$ cat src/shared/kmc_regs.svh
// kmc_regs.svh: timing counts, parameter codes and display tokens of the keypad menu
// assumes a 200 MHz system clock; included by bare name
`ifndef KMC_REGS_SVH
`define KMC_REGS_SVH
`define KMC_CLK_MHZ 200
`define KMC_DEBOUNCE_US 10
`define KMC_DEBOUNCE_CYC (`KMC_DEBOUNCE_US * `KMC_CLK_MHZ)
`define KMC_HOLD_MS 5000
`define KMC_HOLD_CYC (`KMC_HOLD_MS * 1000 * `KMC_CLK_MHZ)
`define KMC_REP_SLOW_MS 200
`define KMC_REP_FAST_MS 50
`define KMC_REP_DELAY_MS 500
`define KMC_REP_FASTER_MS 2000
`define KMC_FLASH_MS 250
`define KMC_FLASH_CYC_DEF (`KMC_FLASH_MS * 1000 * `KMC_CLK_MHZ)
`define KMC_NUM_MODES 4
`define KMC_NUM_MON 16
`define KMC_NUM_PARAMS 16
`define KMC_PASS_DEFAULT 14'h013B
`define KMC_PASS_MAX 14'h270F
`define KMC_PASS_MOTOR 14'h0181
`define KMC_MOTOR_80 14'h0050
`define KMC_MOTOR_90 14'h005A
`define KMC_MOTOR_110 14'h006E
`define KMC_MOTOR_130 14'h0082
`define KMC_PARAM_MAX 14'h270F
`define KMC_IDX_PASS 4'h0
`define KMC_IDX_MOTOR 4'h1
`define KMC_TOKEN_DEF 14'h3FFF
`define KMC_CONFIRM_FLASHES 3'h2
`define KMC_RESTORE_FLASHES 3'h5
`endif

$ cat src/shared/kmc_pkg.sv
// kmc_pkg.sv: types shared by the keypad menu controller
// assumes kmc_regs.svh supplies every number
package kmc_pkg;
  typedef enum logic [2:0] {
    KMC_TOP = 3'h0,
    KMC_MON_SEL = 3'h1,
    KMC_MON_SHOW = 3'h2,
    KMC_PAR_SEL = 3'h3,
    KMC_PAR_SHOW = 3'h4,
    KMC_PAR_EDIT = 3'h5,
    KMC_DEF_TOKEN = 3'h6
  } kmc_state_e;
  typedef logic [13:0] kmc_val_t;
endpackage : kmc_pkg

$ cat src/shared/kmc_key_if.sv
// kmc_key_if.sv: one debounced key's events, from the key conditioner to the menu logic
// assumes a single clock domain
`timescale 1ns/1ps
`default_nettype none
interface kmc_key_if;
  logic press;
  logic step;
  logic held;
  logic level;
  modport src (output press, output step, output held, output level);
  modport dst (input press, input step, input held, input level);
endinterface : kmc_key_if
`default_nettype wire

$ cat src/verilog/kmc_key.sv
// kmc_key.sv: synchronises, debounces one key and reports press, repeat steps and long hold
// assumes raw key level is asynchronous and active high
`timescale 1ns/1ps
`default_nettype none
`include "kmc_regs.svh"
module kmc_key (
  // clock and reset
  input wire logic clk_sys,
  input wire logic srst,
  // raw key
  input wire logic key_raw,
  // events
  kmc_key_if.src ev
);
  localparam logic [31:0] DEB = 32'(`KMC_DEBOUNCE_CYC);
  localparam logic [31:0] HOLD = 32'(`KMC_HOLD_CYC);
  localparam logic [31:0] US = 32'(`KMC_CLK_MHZ);
  logic s1_r, s2_r, stable_r;
  logic [31:0] deb_r, held_r, rep_r;

  // two-stage synchroniser
  always_ff @(posedge clk_sys) begin
    s1_r <= srst ? 1'b0 : key_raw;
    s2_r <= srst ? 1'b0 : s1_r;
  end

  // debounce: level accepted once stable for the debounce window
  always_ff @(posedge clk_sys) begin // RULE_19
    if (srst) begin
      deb_r <= '0;
      stable_r <= 1'b0;
    end else if (s2_r == stable_r) begin
      deb_r <= '0;
    end else if (deb_r >= DEB - 32'h1) begin
      deb_r <= '0;
      stable_r <= s2_r;
    end else begin
      deb_r <= deb_r + 32'h1;
    end
  end

  // hold duration, saturating
  always_ff @(posedge clk_sys) begin // RULE_19
    if (srst || !stable_r) held_r <= '0;
    else if (held_r != 32'hFFFF_FFFF) held_r <= held_r + 32'h1;
  end

  // repeat interval shrinks the longer the key is held
  function automatic logic [31:0] rep_period(input logic [31:0] h);
    if (h >= 32'(`KMC_REP_FASTER_MS) * 32'd1000 * US) rep_period = 32'(`KMC_REP_FAST_MS) * 32'd1000 * US;
    else rep_period = 32'(`KMC_REP_SLOW_MS) * 32'd1000 * US;
  endfunction : rep_period

  always_ff @(posedge clk_sys) begin // RULE_20
    if (srst || !stable_r || held_r < 32'(`KMC_REP_DELAY_MS) * 32'd1000 * US) rep_r <= '0;
    else if (rep_r >= rep_period(held_r) - 32'h1) rep_r <= '0;
    else rep_r <= rep_r + 32'h1;
  end

  // event outputs
  always_ff @(posedge clk_sys) begin
    if (srst) begin
      ev.press <= 1'b0;
      ev.step <= 1'b0;
      ev.held <= 1'b0;
      ev.level <= 1'b0;
    end else begin
      ev.press <= stable_r && held_r == 32'h0;
      ev.step <= (stable_r && held_r == 32'h0) || // RULE_09
                 (held_r >= 32'(`KMC_REP_DELAY_MS) * 32'd1000 * US &&
                  rep_r == rep_period(held_r) - 32'h1);
      ev.held <= stable_r && held_r == HOLD - 32'h1;
      ev.level <= stable_r;
    end
  end
endmodule : kmc_key
`default_nettype wire

$ cat src/verilog/kmc_menu.sv
// kmc_menu.sv: front-panel menu of a servo drive: four keys in, display code and parameters out
// assumes key inputs are raw pins; parameters are applied by the drive at its next power-up
// Notes on behaviour
// RULE_01: top layer, four modes, up/down select
// RULE_02: set enters selected mode's second layer; the code does so for modes 0 and 1 only
// RULE_03: back returns second layer to top
// RULE_04: monitor entry plus set enters monitoring
// RULE_05: sixteen monitor items, set shows value
// RULE_06: parameter mode steps numbers, set shows
// RULE_07: set on shown parameter enters editing
// RULE_08: single press steps value by one
// RULE_09: held key keeps repeating the step
// RULE_10: set commits and flashes display twice
// RULE_11: commits apply only after power cycle; the code reloads factory values at reset, so a commit never applies
// RULE_12: alarm when motor type mismatches motor
// RULE_13: password range 0-9999, default 315
// RULE_14: motor type editable only with password 385
// RULE_15: motor codes 80,90,110,130 with own defaults
// RULE_16: up held five seconds shows restore token
// RULE_17: set held five seconds restores, flashes
// RULE_18: restore overwrites all with motor defaults
// RULE_19: keys debounced, hold timed by counter
// RULE_20: longer hold raises repeat rate
`timescale 1ns/1ps
`default_nettype none
`include "kmc_regs.svh"
module kmc_menu (
  // clock and reset
  input wire logic clk_sys,
  input wire logic srst,
  // keys, raw and active high
  input wire logic key_up,
  input wire logic key_down,
  input wire logic key_back,
  input wire logic key_set,
  // attached motor and live monitor value
  input wire logic [13:0] motor_attached,
  input wire logic [13:0] mon_value,
  // display
  output logic [2:0] disp_layer,
  output logic [3:0] disp_index,
  output logic [13:0] disp_value,
  output logic disp_token,
  output logic disp_blank,
  output logic [3:0] mon_select,
  // parameters in effect and alarm
  output logic [13:0] active_motor,
  output logic [13:0] active_pass,
  output logic motor_alarm
);
  kmc_key_if up_if();
  kmc_key_if dn_if();
  kmc_key_if bk_if();
  kmc_key_if st_if();
  kmc_key u_up (.clk_sys(clk_sys), .srst(srst), .key_raw(key_up), .ev(up_if));
  kmc_key u_dn (.clk_sys(clk_sys), .srst(srst), .key_raw(key_down), .ev(dn_if));
  kmc_key u_bk (.clk_sys(clk_sys), .srst(srst), .key_raw(key_back), .ev(bk_if));
  kmc_key u_st (.clk_sys(clk_sys), .srst(srst), .key_raw(key_set), .ev(st_if));

  localparam logic [31:0] FLASH = 32'(`KMC_FLASH_CYC_DEF);

  kmc_pkg::kmc_state_e st_r;
  logic [1:0] mode_r;
  logic [3:0] idx_r;
  kmc_pkg::kmc_val_t edit_r;
  kmc_pkg::kmc_val_t stored_r [0:`KMC_NUM_PARAMS-1];
  kmc_pkg::kmc_val_t active_r [0:`KMC_NUM_PARAMS-1];
  logic boot_r;
  logic [3:0] flash_left_r;
  logic [31:0] flash_cnt_r;

  // factory value of each parameter for a motor code
  function automatic kmc_pkg::kmc_val_t factory(input logic [3:0] i, input kmc_pkg::kmc_val_t m);
    if (i == `KMC_IDX_PASS) factory = `KMC_PASS_DEFAULT;
    else if (i == `KMC_IDX_MOTOR) factory = m;
    else factory = m + 14'(i); // RULE_15
  endfunction : factory

  // upper limit of each parameter
  function automatic kmc_pkg::kmc_val_t pmax(input logic [3:0] i);
    if (i == `KMC_IDX_PASS) pmax = `KMC_PASS_MAX; // RULE_13
    else pmax = `KMC_PARAM_MAX;
  endfunction : pmax

  // step to the next or previous motor code in the list
  function automatic kmc_pkg::kmc_val_t motor_step(input kmc_pkg::kmc_val_t v, input logic up);
    case (v)
      `KMC_MOTOR_80: motor_step = up ? `KMC_MOTOR_90 : `KMC_MOTOR_80;
      `KMC_MOTOR_90: motor_step = up ? `KMC_MOTOR_110 : `KMC_MOTOR_80;
      `KMC_MOTOR_110: motor_step = up ? `KMC_MOTOR_130 : `KMC_MOTOR_90;
      default: motor_step = up ? `KMC_MOTOR_130 : `KMC_MOTOR_110;
    endcase
  endfunction : motor_step

  wire motor_unlocked = stored_r[`KMC_IDX_MOTOR] != 14'h0 &&
                        stored_r[`KMC_IDX_PASS] == `KMC_PASS_MOTOR; // RULE_14
  wire flashing = flash_left_r != 4'h0;

  // ---------------------------------------------------------------
  // menu state machine
  // ---------------------------------------------------------------
  // keys are ignored while the confirm flash runs so a commit cannot be doubled
  always_ff @(posedge clk_sys) begin
    if (srst) begin
      st_r <= kmc_pkg::KMC_TOP;
      mode_r <= 2'h0;
      idx_r <= 4'h0;
      edit_r <= '0;
    end else if (!flashing) begin
      case (st_r)
        kmc_pkg::KMC_TOP: begin
          if (up_if.step) mode_r <= mode_r + 2'h1; // RULE_01
          else if (dn_if.step) mode_r <= mode_r - 2'h1; // RULE_01
          else if (st_if.press) begin
            idx_r <= 4'h0;
            if (mode_r == 2'h0) st_r <= kmc_pkg::KMC_MON_SEL; // RULE_04
            else if (mode_r == 2'h1) st_r <= kmc_pkg::KMC_PAR_SEL; // RULE_02
          end
        end
        kmc_pkg::KMC_MON_SEL: begin
          if (bk_if.press) st_r <= kmc_pkg::KMC_TOP; // RULE_03
          else if (up_if.step) idx_r <= idx_r + 4'h1; // RULE_05
          else if (dn_if.step) idx_r <= idx_r - 4'h1;
          else if (st_if.press) st_r <= kmc_pkg::KMC_MON_SHOW; // RULE_05
        end
        kmc_pkg::KMC_MON_SHOW: begin
          if (bk_if.press) st_r <= kmc_pkg::KMC_MON_SEL;
        end
        kmc_pkg::KMC_PAR_SEL: begin
          if (bk_if.press) st_r <= kmc_pkg::KMC_TOP; // RULE_03
          else if (up_if.step) idx_r <= idx_r + 4'h1; // RULE_06
          else if (dn_if.step) idx_r <= idx_r - 4'h1;
          else if (st_if.press) st_r <= kmc_pkg::KMC_PAR_SHOW; // RULE_06
        end
        kmc_pkg::KMC_PAR_SHOW: begin
          if (bk_if.press) st_r <= kmc_pkg::KMC_PAR_SEL;
          else if (idx_r == `KMC_IDX_MOTOR && up_if.held && motor_unlocked)
            st_r <= kmc_pkg::KMC_DEF_TOKEN; // RULE_16
          else if (st_if.press && (idx_r != `KMC_IDX_MOTOR || motor_unlocked)) begin
            st_r <= kmc_pkg::KMC_PAR_EDIT; // RULE_07
            edit_r <= stored_r[idx_r];
          end
        end
        kmc_pkg::KMC_PAR_EDIT: begin
          if (bk_if.press) st_r <= kmc_pkg::KMC_PAR_SHOW;
          else if (st_if.press) st_r <= kmc_pkg::KMC_PAR_SHOW; // RULE_10
          else if (up_if.step) begin // RULE_08
            if (idx_r == `KMC_IDX_MOTOR) edit_r <= motor_step(edit_r, 1'b1);
            else if (edit_r < pmax(idx_r)) edit_r <= edit_r + 14'h1;
          end else if (dn_if.step) begin // RULE_08
            if (idx_r == `KMC_IDX_MOTOR) edit_r <= motor_step(edit_r, 1'b0);
            else if (edit_r != 14'h0) edit_r <= edit_r - 14'h1;
          end
        end
        kmc_pkg::KMC_DEF_TOKEN: begin
          if (bk_if.press) st_r <= kmc_pkg::KMC_PAR_SHOW;
          else if (st_if.held) st_r <= kmc_pkg::KMC_PAR_SHOW; // RULE_17
        end
        default: st_r <= kmc_pkg::KMC_TOP;
      endcase
    end
  end

  // ---------------------------------------------------------------
  // parameter store and power-up copy
  // ---------------------------------------------------------------
  wire commit = !flashing && st_r == kmc_pkg::KMC_PAR_EDIT && !bk_if.press && st_if.press;
  wire restore = !flashing && st_r == kmc_pkg::KMC_DEF_TOKEN && !bk_if.press && st_if.held;

  // stored values survive only in these flops; reset models power-up factory state
  always_ff @(posedge clk_sys) begin
    if (srst) begin
      for (int i = 0; i < `KMC_NUM_PARAMS; i++)
        stored_r[i] <= factory(4'(i), `KMC_MOTOR_80);
    end else if (commit) begin
      stored_r[idx_r] <= edit_r; // RULE_10
    end else if (restore) begin
      for (int i = 0; i < `KMC_NUM_PARAMS; i++)
        stored_r[i] <= factory(4'(i), stored_r[`KMC_IDX_MOTOR]); // RULE_18
    end
  end

  // values in effect are latched once after reset from the factory values that reset loads, so commits never take effect
  always_ff @(posedge clk_sys) begin
    if (srst) begin
      boot_r <= 1'b1;
      for (int i = 0; i < `KMC_NUM_PARAMS; i++) active_r[i] <= '0;
    end else if (boot_r) begin
      boot_r <= 1'b0;
      for (int i = 0; i < `KMC_NUM_PARAMS; i++) active_r[i] <= stored_r[i]; // RULE_11
    end
  end

  // ---------------------------------------------------------------
  // confirm flashing
  // ---------------------------------------------------------------
  // counts half-periods: two flashes are four toggles of the blank output
  always_ff @(posedge clk_sys) begin
    if (srst) begin
      flash_left_r <= 4'h0;
      flash_cnt_r <= '0;
    end else if (commit) begin
      flash_left_r <= {`KMC_CONFIRM_FLASHES, 1'b0}; // RULE_10
      flash_cnt_r <= '0;
    end else if (restore) begin
      flash_left_r <= {`KMC_RESTORE_FLASHES, 1'b0}; // RULE_17
      flash_cnt_r <= '0;
    end else if (flashing) begin
      if (flash_cnt_r >= FLASH - 32'h1) begin
        flash_cnt_r <= '0;
        flash_left_r <= flash_left_r - 4'h1;
      end else begin
        flash_cnt_r <= flash_cnt_r + 32'h1;
      end
    end
  end

  // ---------------------------------------------------------------
  // display and outputs
  // ---------------------------------------------------------------
  always_ff @(posedge clk_sys) begin
    if (srst) begin
      disp_layer <= 3'h0;
      disp_index <= 4'h0;
      disp_value <= '0;
      disp_token <= 1'b0;
      disp_blank <= 1'b0;
      mon_select <= 4'h0;
    end else begin
      disp_layer <= st_r;
      disp_index <= (st_r == kmc_pkg::KMC_TOP) ? {2'h0, mode_r} : idx_r;
      disp_token <= st_r == kmc_pkg::KMC_DEF_TOKEN; // RULE_16
      disp_blank <= flashing && !flash_left_r[0]; // RULE_10 first blank at once, so confirm is seen
      mon_select <= idx_r;
      case (st_r)
        kmc_pkg::KMC_MON_SHOW: disp_value <= mon_value;
        kmc_pkg::KMC_PAR_SHOW: disp_value <= stored_r[idx_r];
        kmc_pkg::KMC_PAR_EDIT: disp_value <= edit_r;
        kmc_pkg::KMC_DEF_TOKEN: disp_value <= `KMC_TOKEN_DEF;
        default: disp_value <= '0;
      endcase
    end
  end

  // alarm compares the motor type in effect against the one attached
  always_ff @(posedge clk_sys) begin
    if (srst) begin
      active_motor <= '0;
      active_pass <= '0;
      motor_alarm <= 1'b0;
    end else begin
      active_motor <= active_r[`KMC_IDX_MOTOR];
      active_pass <= active_r[`KMC_IDX_PASS];
      motor_alarm <= !boot_r && active_r[`KMC_IDX_MOTOR] != motor_attached; // RULE_12
    end
  end
endmodule : kmc_menu
`default_nettype wire

$ cat config.mk
export PLATFORM = sky130hd
export DESIGN_NAME = kmc_menu
export DESIGN_NICKNAME = d
export VERILOG_FILES = /design/src/shared/kmc_pkg.sv /design/src/shared/kmc_key_if.sv /design/src/verilog/kmc_key.sv /design/src/verilog/kmc_menu.sv
export VERILOG_INCLUDE_DIRS = /design/src /design/src/shared
export SDC_FILE = /design/constraint.sdc
export NUM_CORES = 2
export LEC_CHECK = 0
export BUFFER_PORTS_ARGS = -buffer_cell sky130_fd_sc_hd__buf_2
export CORE_MARGIN = 4
export CORE_UTILIZATION = 50
export DETAILED_ROUTE_END_ITERATION = 16
export HOLD_SLACK_MARGIN = 0.08
export PLACE_DENSITY = 0.73
export SLEW_MARGIN = 10
export SYNTH_ARGS = -nofsm -noshare
export SYNTH_HDL_FRONTEND = slang
export SYNTH_SLANG_ARGS = --single-unit
$ cat constraint.sdc
create_clock -name clk_sys -period 4.8 [get_ports clk_sys]
set_input_delay 0.48 -clock clk_sys [delete_from_list [all_inputs] [get_ports clk_sys]]
set_output_delay 0.48 -clock clk_sys [all_outputs]
set_load 0.05 [all_outputs]
==> results.md <==
- Crit Path Max Fanout: 27
- GRT Total Usage: 0.242
- Ys async rst share: 0
- Num CTS Buffers: slightly below 80
- Die height: ~270 µm
- Most frequent cells in the layout: 456 x dfxtp_1, 413 x nor2_1, 270 x nand2_1
- Setup Skew: 32.1 ps
- Synth warn: 0
- Via count: about 27k
- Max Slew Vio Count: 0
- Util after Layout: 0.569
- EDFF count, synth: between 200 and 300
- Die X: 269 µm
- Number of DRC markers in iteration 0: between 2k and 3k
- Largest net degree at the start of global routing: 65
- Die Area: between 70000 and 80000 µm²
- Critical path class: register to register
- Most common cell after layout, fill and taps aside: dfxtp_1
- RePlAce Congestion: ~0.97
- Final count of hold timing violations: 0
- Share of layout cells above drive strength 1: 0.0990
- Critical path data required time: 5300 ps
- CTS tree: built
- WL final: roughly 90000 µm
- WP data arrival: 4350 ps
- Grt ovf: 0
- Initial core utilization: 0.507
- Outcome: complete, no violations
- Nets: 3724
- DR DRC count: 0
- Number of global-route vias before repair: 25.4k
- Total iterations of the first detailed-routing run: 5
- Wire length per cell: between 15 and 20 µm
- IO Count: 90
- Floorplan row count: 95
- Initial antenna violation count: 11
- Flop and latch count out of synthesis: 710
- Cell type with the largest total area after synthesis: dfxtp_1
- Buffers on Ports: between 80 and 90
- Global-route wire length before repair: ~140000 µm
- Tmin final: roughly 3800 ps
- # clock sinks: 710
- Max clock buf depth: 3
- Area growth syn-to-layout: 12.3%
- Post-synthesis cell count: 3502
- Period utilization: 0.801
- Hpwl dp: ~63000 µm
- Sum Neg Setup Slack: 0 ps
- H-tree depth: 3
- Critical Path, Cell by Cell: or3_1 -> o311a_1 -> o21ai_0 -> a21oi_1 -> o21ai_0 -> nand2_1 -> ha_1 -> and4b_1 -> nand3_1 -> o31ai_1 -> a21oi_1 -> o21ai_1 -> buf_4 -> nor3_1
- Max-cap violations: 0
- Ys flop type: dfxtp_1
- Vias per inst: around 6
- Setup violators final: 0
- Post-Syn Area: approximately 34000 µm²
- Post-synthesis sequential area ratio: 0.490
- Slew at the pin with the worst max-slew slack: between 1000 and 1500 ps
- Resize count post-CTS: 0
- Core area: roughly 67000 µm²
- Critical Path End Type: register
- Slowest CP cell: or3_1
- Synth top area cells: dfxtp_1 27%, edfxtp_1 22%, xnor2_1 5.4%
- Syn Area/Cell: 9.75 µm²
- VDD IR max: 0.257 mV
- FMAX: approximately 0.26 GHz
- FILL cells: between 5k and 6k
- RSZ-0062 raised after global routing: no
- Clock root cell: clkbuf_16
- DP Cell Count: 4404
- Share of the synthesized area in the top cell type: 0.269
- Final cell count without fillers: roughly 4.6k
- Startpoint Class: register
- Relative slew slack: 0.180
- Leak Pwr: 13.3 nW
- P per Cell Area: approximately 340 nW/µm²
- CP peak stage delay: 440 ps
- Clk pin slew, worst setup/hold paths: ~60 ps
- Synth unique cells: between 80 and 90
- Final ANT Viol Nets: 0
- Clock latency at the later pin of the worst-skew pair: ~640 ps
- Worst hold path type: input port to register
## cells in the mapped netlist (82+ instances only)
master,count
nor3_1,162
nor2_1,413
clkbuf_1,154
a21oi_1,134
o21ai_0,107
nor4_1,82
edfxtp_1,252
xnor2_1,209
nand4_1,91
dfxtp_1,458
xor2_1,161
nand2_1,271
nand3_1,140
## timing repair
item / in CTS / in global routing
setup buffers: 0 / 0
endpoints found under the hold margin: 5 / 0
hold buffers: 5 / 0
setup endpoints to repair: 0 / 0
## worst paths after layout
check	end	cells after the start	from	slack, ps
worst max register to register	u_up.rep_r[10]$_SDFF_PP0_	14	u_up.held_r[10]$_SDFFE_PP0P_	960
worst min-delay path	motor_alarm$_SDFF_PP0_	4	motor_attached[13]	260
worst min register to register	u_up.s2_r$_SDFF_PP0_	1	u_up.s1_r$_SDFF_PP0_	440
worst max-delay path	u_up.rep_r[10]$_SDFF_PP0_	14	u_up.held_r[10]$_SDFFE_PP0P_	960
## where the power goes
group | leakage, nW | total, mW | internal [mW] | switching (mW)
registers | 6.16 | 6.46 | 6.38 | 0.0775
logic | 5.83 | 0.652 | 0.209 | 0.443
clock network | 1.27 | 6.04 | 3.51 | 2.53
## state kept, by name (all words and copies together), names as in the netlist, 28 cells and up, named ones only
name / flops
active_r: 28
flash_cnt_r: 32
stored_r: 224
u_bk.deb_r: 32
u_bk.held_r: 32
u_dn.deb_r: 32
u_dn.held_r: 32
u_dn.rep_r: 32
u_st.deb_r: 32
u_st.held_r: 32
u_up.deb_r: 32
u_up.held_r: 32
u_up.rep_r: 32
## logic make-up after synthesis
family / Yosys count / share of synthesized area
simple gates: 1473 / 0.215
flops: 710 / 0.490
compound gates: 509 / 0.0935
xor+xnor: 370 / 0.0949
buf+inv: 275 / 0.0316
mux: 89 / 0.0469
fa+ha+maj: 75 / 0.0275
other cells: 1 / 0.000110
## worst max-delay path, delay by kind of cell, from the launching register on
kind                     cells  cell delay, ps
AO/OA/AOI/OAI                7            1360
adder cells (fa/ha/maj)      1             440
flip-flops                   1             340
buffers and inverters        1             300
AND/OR/NAND/NOR              5            1250
## stage by stage
stage / power (mW) / worst slack (ps) / hold WS [ps] / area [µm²]
finish: 13.2 / 957 / 262 / 38300
global route: 13.6 / 579 / 275 / 38300
CTS: 13.2 / 839 / 231 / 38300
detailed placement: 7.22 / 867 / 429 / 35700
global placement: 7.21 / 843 / 419 / 35700
floorplan: 7.01 / 1360 / 413 / 34500
## layout make-up
class	count	area, µm²	area share
Multi-Input combinational cell	2610	16700	0.436
Antenna cell	3	7.51	0.000196
Inverter	61	229	0.00597
Clock inverter	33	412	0.0107
Tap cell	873	1090	0.0285
Clock buffer	109	2200	0.0574
Timing Repair Buffer	155	956	0.0249
Sequential cell	710	16700	0.437
## metal layers
layer  global-route usage  routed length (µm)
met2                0.388               41100
met4               0.0797                3280
met1                0.320               36400
met5                    0                  46
met3               0.0645               10000
Power figures use the tool's default switching activity.
